--- src/include/mwi_map.svh ---
`ifndef MWI_MAP_SVH
`define MWI_MAP_SVH

// Register byte offsets
`define MWI_OFS_IRQ_MASK 12'h300
`define MWI_OFS_IRQ_SET 12'h304
`define MWI_OFS_IRQ_CLR 12'h308
`define MWI_OFS_NMI_MASK 12'h320
`define MWI_OFS_EVT_STAT 12'h340

// Field positions of the event bits
`define MWI_CFG_LSB 0
`define MWI_PER_LSB 24
`define MWI_CFG_WINDOWS 4
`define MWI_PER_WINDOWS 2

// Implemented bits and reset values
`define MWI_VALID_BITS 32'h0f0000ff
`define MWI_RST_IRQ_MASK 32'h00000000
`define MWI_RST_NMI_MASK 32'h00000000
`define MWI_RST_EVT_STAT 32'h00000000

// Bus answer latency in cycles after the request is seen
`define MWI_ACK_LATENCY 1

`endif

--- src/include/mwi_pkg.sv ---
package mwi_pkg;

  typedef enum logic [1:0] {
    MWI_BUS_IDLE = 2'b00,
    MWI_BUS_RESP = 2'b01
  } mwi_bus_state_t;

  typedef enum logic [1:0] {
    MWI_WR_NONE = 2'b00,
    MWI_WR_DIRECT = 2'b01,
    MWI_WR_SET = 2'b11,
    MWI_WR_CLEAR = 2'b10
  } mwi_wr_kind_t;

endpackage

--- src/core/mwi_en_reg.sv ---
`timescale 1ns/1ns
`default_nettype none
`include "mwi_map.svh"

module mwi_en_reg #(
  parameter logic [31:0] RST_VAL = 32'h00000000
) (
  input wire logic clk_i,
  input wire logic rst_i,
  input wire mwi_pkg::mwi_wr_kind_t kind_i,
  input wire logic [31:0] wdata_i,
  input wire logic [31:0] bmask_i,
  output logic [31:0] en_ff_o
);

  logic [31:0] nxt_en;
  logic [31:0] hit;

  assign hit = wdata_i & bmask_i & `MWI_VALID_BITS;

  // A zero in set or clear data leaves the bit alone
  always_comb begin
    case (kind_i)
      mwi_pkg::MWI_WR_DIRECT: nxt_en = (en_ff_o & ~(bmask_i & `MWI_VALID_BITS))
                                       | hit;
      mwi_pkg::MWI_WR_SET: nxt_en = en_ff_o | hit; // [RULE10]
      mwi_pkg::MWI_WR_CLEAR: nxt_en = en_ff_o & ~hit; // [RULE10]
      default: nxt_en = en_ff_o;
    endcase
  end

  always_ff @(posedge clk_i) begin
    if (rst_i) begin
      en_ff_o <= RST_VAL;
    end else begin
      en_ff_o <= nxt_en;
    end
  end

endmodule
`default_nettype wire

--- src/core/mwi_evt_latch.sv ---
`timescale 1ns/1ns
`default_nettype none
`include "mwi_map.svh"

module mwi_evt_latch (
  input wire logic clk_i,
  input wire logic rst_i,
  input wire logic [31:0] evt_i,
  input wire logic clr_i,
  input wire logic [31:0] wdata_i,
  input wire logic [31:0] bmask_i,
  output logic [31:0] pend_ff_o
);

  logic [31:0] clr_bits;

  assign clr_bits = clr_i ? (wdata_i & bmask_i) : 32'h00000000;

  // Set wins over a clear in the same cycle so no event is lost
  always_ff @(posedge clk_i) begin
    if (rst_i) begin
      pend_ff_o <= `MWI_RST_EVT_STAT;
    end else begin
      pend_ff_o <= ((pend_ff_o & ~clr_bits) | evt_i) & `MWI_VALID_BITS;
    end
  end

endmodule
`default_nettype wire

--- src/core/mwi_top.sv ---
// Notes on behaviour
// [RULE1] One interrupt enable bit per window write hit and read hit; 1 allows.
// [RULE2] Configurable window read hits have enable bits apart from write hits.
// [RULE3] Writing 1 to the set alias sets enables; reading returns enables.
// [RULE4] Writing 1 to the clear alias clears enables; reading returns enables.
// [RULE5] Both peripheral windows have write and read hit enable bits too.
// [RULE6] Set alias enables each peripheral window event with a written 1.
// [RULE7] Clear alias disables each peripheral window event with a written 1.
// [RULE8] A separate per-event enable routes events to the NMI; 1 enables.
// [RULE9] Each watched window raises separate write hit and read hit events.
// [RULE10] Zeros written to set or clear aliases leave enables unchanged.
// [RULE11] IRQ is OR of pending events ANDed with enables; NMI likewise with NMI mask.
`timescale 1ns/1ns
`default_nettype none
`include "mwi_map.svh"

module mwi_top (
  input wire logic clk_i,
  input wire logic rst_i,
  input wire logic wb_cyc_i,
  input wire logic wb_stb_i,
  input wire logic wb_we_i,
  input wire logic [11:0] wb_adr_i,
  input wire logic [3:0] wb_sel_i,
  input wire logic [31:0] wb_dat_i,
  output logic [31:0] wb_dat_o,
  output logic wb_ack_o,
  input wire logic [5:0] evt_write_hit_i,
  input wire logic [5:0] evt_read_hit_i,
  output logic irq_o,
  output logic nmi_o
);

  mwi_pkg::mwi_bus_state_t bus_ff;
  mwi_pkg::mwi_bus_state_t nxt_bus;
  mwi_pkg::mwi_wr_kind_t irq_kind;
  mwi_pkg::mwi_wr_kind_t nmi_kind;

  logic req;
  logic wr_fire;
  logic [31:0] bmask;
  logic [31:0] evt_vec;
  logic [31:0] irq_en_ff;
  logic [31:0] nmi_en_ff;
  logic [31:0] pend_ff;
  logic [31:0] rdata_ff;
  logic [31:0] nxt_rdata;
  logic irq_ff;
  logic nmi_ff;
  logic evt_clr;

  // Byte enables to a bit mask; used for every write path
  function automatic logic [31:0] sel_mask(input logic [3:0] sel);
    logic [31:0] m;
    m = 32'h00000000;
    for (int i = 0; i < 4; i++) begin
      if (sel[i]) begin
        m[i*8 +: 8] = 8'hff;
      end
    end
    return m;
  endfunction

  // Configurable windows take bits 0..7, peripheral windows 24..27,
  // write hit on the even bit and read hit on the odd bit of each pair
  function automatic logic [31:0] pack_events(input logic [5:0] wr,
                                               input logic [5:0] rd);
    logic [31:0] v;
    v = 32'h00000000;
    for (int k = 0; k < `MWI_CFG_WINDOWS; k++) begin
      v[`MWI_CFG_LSB + 2*k] = wr[k];
      v[`MWI_CFG_LSB + 2*k + 1] = rd[k];
    end
    for (int p = 0; p < `MWI_PER_WINDOWS; p++) begin
      v[`MWI_PER_LSB + 2*p] = wr[`MWI_CFG_WINDOWS + p];
      v[`MWI_PER_LSB + 2*p + 1] = rd[`MWI_CFG_WINDOWS + p];
    end
    return v;
  endfunction

  function automatic logic adr_is(input logic [11:0] adr,
                                  input logic [11:0] ofs);
    return adr[11:2] == ofs[11:2];
  endfunction

  // Events come from the watch logic on this clock: no synchroniser
  assign evt_vec = pack_events(evt_write_hit_i, evt_read_hit_i); // [RULE9]

  // Wishbone classic slave: one wait state, ack for one cycle
  assign req = wb_cyc_i & wb_stb_i;
  assign wb_ack_o = (bus_ff == mwi_pkg::MWI_BUS_RESP);
  assign bmask = sel_mask(wb_sel_i);
  // Writes land on the edge where the master samples ack
  assign wr_fire = req & wb_we_i & wb_ack_o;

  always_comb begin
    case (bus_ff)
      mwi_pkg::MWI_BUS_IDLE: begin
        nxt_bus = req ? mwi_pkg::MWI_BUS_RESP : mwi_pkg::MWI_BUS_IDLE;
      end
      mwi_pkg::MWI_BUS_RESP: nxt_bus = mwi_pkg::MWI_BUS_IDLE;
      default: nxt_bus = mwi_pkg::MWI_BUS_IDLE;
    endcase
  end

  always_ff @(posedge clk_i) begin
    if (rst_i) begin
      bus_ff <= mwi_pkg::MWI_BUS_IDLE;
    end else begin
      bus_ff <= nxt_bus;
    end
  end

  // Write decode into the two enable registers and the event status clear
  always_comb begin
    irq_kind = mwi_pkg::MWI_WR_NONE;
    nmi_kind = mwi_pkg::MWI_WR_NONE;
    evt_clr = 1'b0;
    if (wr_fire) begin
      if (adr_is(wb_adr_i, `MWI_OFS_IRQ_MASK)) begin
        irq_kind = mwi_pkg::MWI_WR_DIRECT; // [RULE1]
      end else if (adr_is(wb_adr_i, `MWI_OFS_IRQ_SET)) begin
        irq_kind = mwi_pkg::MWI_WR_SET; // [RULE3] [RULE6]
      end else if (adr_is(wb_adr_i, `MWI_OFS_IRQ_CLR)) begin
        irq_kind = mwi_pkg::MWI_WR_CLEAR; // [RULE4] [RULE7]
      end else if (adr_is(wb_adr_i, `MWI_OFS_NMI_MASK)) begin
        nmi_kind = mwi_pkg::MWI_WR_DIRECT; // [RULE8]
      end else if (adr_is(wb_adr_i, `MWI_OFS_EVT_STAT)) begin
        evt_clr = 1'b1;
      end
    end
  end

  // Same layout holds the read hit and peripheral bits [RULE2] [RULE5]
  mwi_en_reg #(
    .RST_VAL(`MWI_RST_IRQ_MASK)
  ) u_irq_en (
    .clk_i(clk_i),
    .rst_i(rst_i),
    .kind_i(irq_kind),
    .wdata_i(wb_dat_i),
    .bmask_i(bmask),
    .en_ff_o(irq_en_ff)
  );

  mwi_en_reg #(
    .RST_VAL(`MWI_RST_NMI_MASK)
  ) u_nmi_en (
    .clk_i(clk_i),
    .rst_i(rst_i),
    .kind_i(nmi_kind),
    .wdata_i(wb_dat_i),
    .bmask_i(bmask),
    .en_ff_o(nmi_en_ff)
  );

  mwi_evt_latch u_evt (
    .clk_i(clk_i),
    .rst_i(rst_i),
    .evt_i(evt_vec),
    .clr_i(evt_clr),
    .wdata_i(wb_dat_i),
    .bmask_i(bmask),
    .pend_ff_o(pend_ff)
  );

  // Read data is captured on the request edge so it is stable with ack;
  // unmapped addresses answer with zero rather than hang the bus
  always_comb begin
    nxt_rdata = 32'h00000000;
    if (adr_is(wb_adr_i, `MWI_OFS_IRQ_MASK) ||
        adr_is(wb_adr_i, `MWI_OFS_IRQ_SET) ||
        adr_is(wb_adr_i, `MWI_OFS_IRQ_CLR)) begin
      nxt_rdata = irq_en_ff; // [RULE3] [RULE4]
    end else if (adr_is(wb_adr_i, `MWI_OFS_NMI_MASK)) begin
      nxt_rdata = nmi_en_ff;
    end else if (adr_is(wb_adr_i, `MWI_OFS_EVT_STAT)) begin
      nxt_rdata = pend_ff;
    end
  end

  always_ff @(posedge clk_i) begin
    if (rst_i) begin
      rdata_ff <= 32'h00000000;
    end else if (req && !wb_ack_o && !wb_we_i) begin
      rdata_ff <= nxt_rdata;
    end
  end

  assign wb_dat_o = rdata_ff;

  // Outputs are registered to keep the request lines glitch free
  always_ff @(posedge clk_i) begin
    if (rst_i) begin
      irq_ff <= 1'b0;
      nmi_ff <= 1'b0;
    end else begin
      irq_ff <= |(pend_ff & irq_en_ff); // [RULE11]
      nmi_ff <= |(pend_ff & nmi_en_ff); // [RULE8] [RULE11]
    end
  end

  assign irq_o = irq_ff;
  assign nmi_o = nmi_ff;

  logic set_bit0;
  logic set_bit24;
  logic clr_bit0;
  logic clr_bit24;
  logic zero_set0;

  assign set_bit0 = (irq_kind == mwi_pkg::MWI_WR_SET) & wb_dat_i[0]
                    & wb_sel_i[0];
  assign set_bit24 = (irq_kind == mwi_pkg::MWI_WR_SET) & wb_dat_i[24]
                     & wb_sel_i[3];
  assign clr_bit0 = (irq_kind == mwi_pkg::MWI_WR_CLEAR) & wb_dat_i[0]
                    & wb_sel_i[0];
  assign clr_bit24 = (irq_kind == mwi_pkg::MWI_WR_CLEAR) & wb_dat_i[24]
                     & wb_sel_i[3];
  assign zero_set0 = (irq_kind == mwi_pkg::MWI_WR_SET ||
                      irq_kind == mwi_pkg::MWI_WR_CLEAR) & !wb_dat_i[0];
endmodule
`default_nettype wire

--- config.mk ---
export PLATFORM = sky130hd
export DESIGN_NAME = mwi_top
export DESIGN_NICKNAME = d
export VERILOG_FILES = /design/src/include/mwi_pkg.sv /design/src/core/mwi_en_reg.sv /design/src/core/mwi_evt_latch.sv /design/src/core/mwi_top.sv
export VERILOG_INCLUDE_DIRS = /design/src /design/src/include
export SDC_FILE = /design/constraint.sdc
export NUM_CORES = 1
export LEC_CHECK = 0
export BUFFER_PORTS_ARGS = -buffer_cell sky130_fd_sc_hd__buf_2
export CAP_MARGIN = 20
export CORE_MARGIN = 8
export CORE_UTILIZATION = 27
export DETAILED_ROUTE_END_ITERATION = 8
export GPL_ROUTABILITY_DRIVEN = 0
export GPL_TIMING_DRIVEN = 0
export PLACE_DENSITY = 0.61
export SYNTH_ARGS = -nofsm -noshare
export SYNTH_HDL_FRONTEND = slang
export SYNTH_SLANG_ARGS = --single-unit
--- constraint.sdc ---
create_clock -name clk_i -period 1.5 [get_ports clk_i]
set_input_delay 0.225 -clock clk_i [delete_from_list [all_inputs] [get_ports clk_i]]
set_output_delay 0.225 -clock clk_i [all_outputs]
set_load 0.01 [all_outputs]
After elaboration in Yosys (flattened, before gate mapping)
Index checks and enable logic that the tools add are counted.
Widths: inputs -> output; s select.
{"block": "totals", "wordCells": 77, "n_memories": 0, "mem_bits_ro": 0, "latch_bits": 0, "out_inout_bits": 35, "ff_bits": 112, "ramBits": 0}
{"block": "classes", "n_bitwise": 20, "n_addsub": 0, "magnitude_cmp": 0, "n_mul": 0, "eq_ne": 12, "n_reduce_logical": 12, "div": 0, "n_mux": 26, "shifts": 0}
{"op": "$pmux 32 s3", "n": 2}
{"op": "$and 32x32->32", "n": 4}
{"op": "$or 32x28->32", "n": 4}
{"op": "$and 28x32->32", "n": 2}
{"op": "$mux 32", "n": 2}
{"op": "$not 28->32", "n": 2}
{"op": "$reduce_or 32->1", "n": 2}
{"op": "$and 28x28->28", "n": 2}
{"op": "$mux 28", "n": 2}
{"op": "$eq 10x8->1 const B", "n": 5}
{"op": "$not 28->28", "n": 1}
{"op": "$or 28x28->28", "n": 1}
{"op": "$mux 8", "n": 3}
{"op": "$mux 1", "n": 12}
{"op": "$mux 2", "n": 4}
{"op": "$reduce_bool 3->1", "n": 2}
{"op": "$eq 1x2->1 const B", "n": 2}
{"op": "$eq 2x1->1 const B", "n": 2}
{"op": "$eq 2x2->1 const B", "n": 2}
{"op": "$mux 4", "n": 1}
{"op": "$and 1x1->1", "n": 3}
{"op": "$logic_and 1x1->1", "n": 2}
{"op": "$logic_not 1->1", "n": 2}
{"op": "$logic_not 2->1", "n": 1}
{"op": "other kinds (4)", "n": 5}

Longest topological paths before layout
{"block": "depth", "depth_word": 11, "mapped_depth": 7, "depth_no_buf": 4}

By module
From an unflattened synthesis, not the netlist that was laid out.
{"block": "hier_totals", "cells_unflattened": 552, "hier_area_um2": 4783.3}
{"mod": "mwi_top", "area_per_inst_um2": 2468.6, "cells_each": 285, "seq_area_each_um2": 700.7, "n_inst": 1}
{"mod": "mwi_en_reg", "area_per_inst_um2": 813.3, "cells_each": 98, "seq_area_each_um2": 240.2, "n_inst": 2}
{"mod": "mwi_evt_latch", "area_per_inst_um2": 688.2, "cells_each": 71, "seq_area_each_um2": 240.2, "n_inst": 1}

Least setup slack after synthesis
Ideal clock, no wire load.
{"block": "synth_timing", "kind": "reg2reg", "from": "reg bus_ff[0]", "to": "reg (tool-made name)", "required_ns": 1.430, "stages_incl_launch_ff": 8, "setup_slack_ns": 0.025, "synth_period_minus_slack_ns": 1.475, "t_arrival_ns": 1.405, "cell_sequence": "dfxtp_1 > and4_1 > clkbuf_2 > and4_1 > buf_2 > buf_4 > nand4_1 > a21oi_1"}
{"item": "start, declared", "line": "mwi_top.sv:34", "text": "mwi_pkg::mwi_bus_state_t bus_ff;"}
{"item": "start signal, assigned", "line": "mwi_top.sv:108", "text": "bus_ff <= mwi_pkg::MWI_BUS_IDLE;"}
{"item": "start signal, assigned", "line": "mwi_top.sv:110", "text": "bus_ff <= nxt_bus;"}

Worst setup path in the final report
{"block": "layout_timing", "from": "reg bus_ff[0]", "to": "reg rdata_ff[26] (netlist: wb_dat_o[26])"}
{"block": "layout_between", "elab_chain_cells": 4}
{"item": "$eq 2x1->1", "line": "mwi_top.sv:91", "text": "assign wb_ack_o = (bus_ff == mwi_pkg::MWI_BUS_RESP);"}
{"item": "$logic_not 1->1", "line": "mwi_top.sv:185", "text": "end else if (req && !wb_ack_o && !wb_we_i) begin"}
{"item": "$logic_and 1x1->1 (2 in a row)", "line": "mwi_top.sv:185"}
{"item": "end signal, assigned", "line": "mwi_top.sv:186", "text": "rdata_ff <= nxt_rdata;"}
{"item": "end, declared", "line": "mwi_top.sv:46", "text": "logic [31:0] rdata_ff;"}
No other way between the ends.
A chain may end at the register's enable or synchronous reset.

==> results.toml <==
[run_status]
status = "complete, but fails checks"
violations = "setup timing"

[grt]
first_global_vias = 2606
gr-usage-all-layers = 0.130
grt_start_max_net_pins = 16
globalRouteOverflowTotal = 0
antenna_found_initial = 0
first_pass_grt_wire_length_mm = 13.5

[die]
die_x_um = 114
die_area_sq_um = 13100
initial_core_util = 0.273
coreArea_sq_um = 9590
io_pins = 100
die_h_um = 114
fp-row-count = 36

[yosys]
netlist.area_leader.share = 0.390
netlist_area_sq_um = 2620
post_synth.cell_area_avg_sq_um = 8.44
synth_cell_types = 37
yosys_warning_total = 0
synth_cells = 310
ys_top_cells_by_area = "sky130_fd_sc_hd__dfxtp_1 39%, sky130_fd_sc_hd__buf_4 6.3%, sky130_fd_sc_hd__a22o_1 6.0%, sky130_fd_sc_hd__inv_1 4.7%, sky130_fd_sc_hd__a221o_1 4.6%"
postSynth.topFlopCell = "sky130_fd_sc_hd__dfxtp_1"
ys_async_sr_fraction = 0
synthDominantAreaCellType = "sky130_fd_sc_hd__dfxtp_1"
post_synth_edffs = 0
synth_seq_area_share = 0.390
yosys_register_bits = 51

[layout]
drive_above_1_share = 0.284
post-route-util = 0.348
nNetsFinal = 459
area.growth.synth_to_final_pct = 27.7
layout.cells.most_common_list = "58 x sky130_fd_sc_hd__buf_2, 50 x sky130_fd_sc_hd__dfxtp_1, 33 x sky130_fd_sc_hd__inv_1, 26 x sky130_fd_sc_hd__nor2_1, 26 x sky130_fd_sc_hd__buf_4"
layout_commonest_cell = "sky130_fd_sc_hd__buf_2"
final_std_cells_w_o_fill = 528
n_antenna_cell = 0

[timing]
grt_setup_unrepaired = "yes"
timing.final.ws_setup_ps = -20.4
final_min_period_over_clock_period = 1.01
setup-tns-final_ps = -50.7
finalHoldViolCount = 0
max_clock_freq_ghz = 0.658
slew_viol_final = 0
timing_worst_slew_pin_value_ps = 639
setup-violations-final = 7
slew_headroom = 0.574
clock-skew-final_ps = 5.73
post-route-min-period_ps = 1520

[worst_setup_path]
cp_max_fo = 10
cp_slowest_stage_delay_ps = 340
critPathCaptureType = "register"
critPathKind = "register to register"
critPathTopFamily = "simple AND/OR/NAND/NOR gates"
critical_path.slowest_cell = "sky130_fd_sc_hd__dfxtp_2"
crit_arrival_ps = 1780
crit_path_cell_trace = "and4bb_2 -> nand4b_1 -> nor3b_2 -> buf_6 -> a221o_1"
timing.critical_path.buf_inv = 1
critical_path_required_ps = 1760
setup.worst_path.start_class = "register"

[clock_network]
tritoncts = "yes"
cts_made_buffers = 5
cts.htree.levels = 2
sinks_on_the_clock_net = 51
root_buffer = "sky130_fd_sc_hd__clkbuf_8"
cts.reportedPaths.clkPinSlew_ps = 90
cts_hold_buffers = 0
clk_lat_worst_skew_ps = 310
clock_tree.buffer_depth = 2

[pwr]
seq_power_share = 0.523
internal_power_mw = 2.04
share_comb_of_total_power = 0.105
totalPowerFinal_mw = 2.69
max-vdd-ir-drop_mv = 0.403
clkPwrFrac = 0.372
power_density_nw_per_um2 = 805
p_leak_nw = 1.42
power.switching_uw = 652
switching_share = 0.242

[worst_hold_path]
worstHoldPathType = "input pin to register"

[placement]
dpl.hpwl_mm = 6.18
number_of_buffers_added_on_ports = 54
dp_cells = 516

[drt]
drt-total-wl_mm = 8.32
route.vias.total = 2603
vias_per_cell = 4.93
drt_first_pass_iters = 4
drt_drc_violations_left = 0
antenna_violating_nets_post_route = 0
initialDrtViolationCount = 213
route.detailed.wl_per_inst_um = 15.8

[run]
max-cap-violations = 0
final timing paths:
kind | depth (start not counted) | startpoint | to | slack (ps)
setup / recovery | 5 | bus_ff[0]$_SDFF_PP0_ | wb_dat_o[26]$_SDFFE_PP0P_ | -20
hold / removal | 2 | wb_dat_i[6] | u_evt.pend_ff_o[6]$_SDFF_PP0_ | 150
setup reg to reg | 5 | bus_ff[0]$_SDFF_PP0_ | wb_dat_o[26]$_SDFFE_PP0P_ | -20
hold reg to reg | 2 | u_irq_en.en_ff_o[25]$_SDFFE_PP0P_ | u_irq_en.en_ff_o[25]$_SDFFE_PP0P_ | 500
synth_stat cells (2+ instances only):
library cell and n:
sky130_fd_sc_hd__clkbuf_1 5, sky130_fd_sc_hd__a41oi_1 2, sky130_fd_sc_hd__a21oi_1 13, sky130_fd_sc_hd__a311oi_1 12, sky130_fd_sc_hd__and3_1 2, sky130_fd_sc_hd__dfxtp_1 51, sky130_fd_sc_hd__o22ai_1 4, sky130_fd_sc_hd__nor2_1 26
sky130_fd_sc_hd__buf_2 8, sky130_fd_sc_hd__nor2b_1 2, sky130_fd_sc_hd__nand2_1 12, sky130_fd_sc_hd__a221oi_1 6, sky130_fd_sc_hd__a221o_1 12, sky130_fd_sc_hd__clkbuf_2 3, sky130_fd_sc_hd__o21ai_0 12, sky130_fd_sc_hd__nand3_1 24
sky130_fd_sc_hd__buf_4 22, sky130_fd_sc_hd__nand4b_1 9, sky130_fd_sc_hd__inv_1 33, sky130_fd_sc_hd__nor4b_1 3, sky130_fd_sc_hd__a31oi_1 6, sky130_fd_sc_hd__nor4_1 3, sky130_fd_sc_hd__nand4_1 6, sky130_fd_sc_hd__a22o_1 18
sky130_fd_sc_hd__and4_1 4
stage by stage:
step                      worst slack, ps  instance area (sq um)  hold WS (ps)
after floorplan                      24.9                   2690           334
after global placement               -280                   3130           467
after detailed placement             -294                   3130           470
after global routing                 -121                   3340           142
final                               -20.4                   3340           153
after CTS                            9.28                   3280           140
power groups by stage:
stage	registers [mW]	clock network (mW)	logic (mW)
floorplan	1.43	0	0.160
global placement	1.44	0	0.269
detailed placement	1.44	0	0.274
CTS	1.41	1.02	0.275
global route	1.41	1.11	0.312
finish	1.41	1.00	0.283
metal layers:
| metal | share of wire | vias up | GRT usage |
|---|---|---|---|
| met5 | 0 | - | 0 |
| met4 | 0.014 | 0 | 0.0337 |
| met3 | 0.068 | 12 | 0.0348 |
| met2 | 0.50 | 85 | 0.226 |
| met1 | 0.42 | 1227 | 0.153 |
| li1 | - | 1279 | - |
logic make-up after synthesis:
family                    count (synthesis)  share of synthesized area
other                                     1                    0.00143
DFF                                      51                      0.390
xor gates and xnor gates                  1                    0.00335
AOI/OAI and AO/OA                        87                      0.251
and+or+nand+nor                          97                      0.210
buffers and inverters                    73                      0.144
area by class of cell:
type	instances	area [sq um]
well taps	133	166
clock inverters	2	35.0
inverters	33	124
fillers	1005	6250
plain buffers	39	289
multi-input cells	205	1320
repair buffers	59	308
flip-flops and latches	51	1020
clock buffers	6	82.6
what timing repair did:
| item | in CTS | in global routing |
|---|---|---|
| gates cloned | 1 | 0 |
| resized for setup | 12 | 10 |
| pin swaps | 0 | 9 |
| endpoints found under the setup margin | 30 | 34 |
| buffers inserted | 0 | 4 |
(Power assumes the default switching activity.)
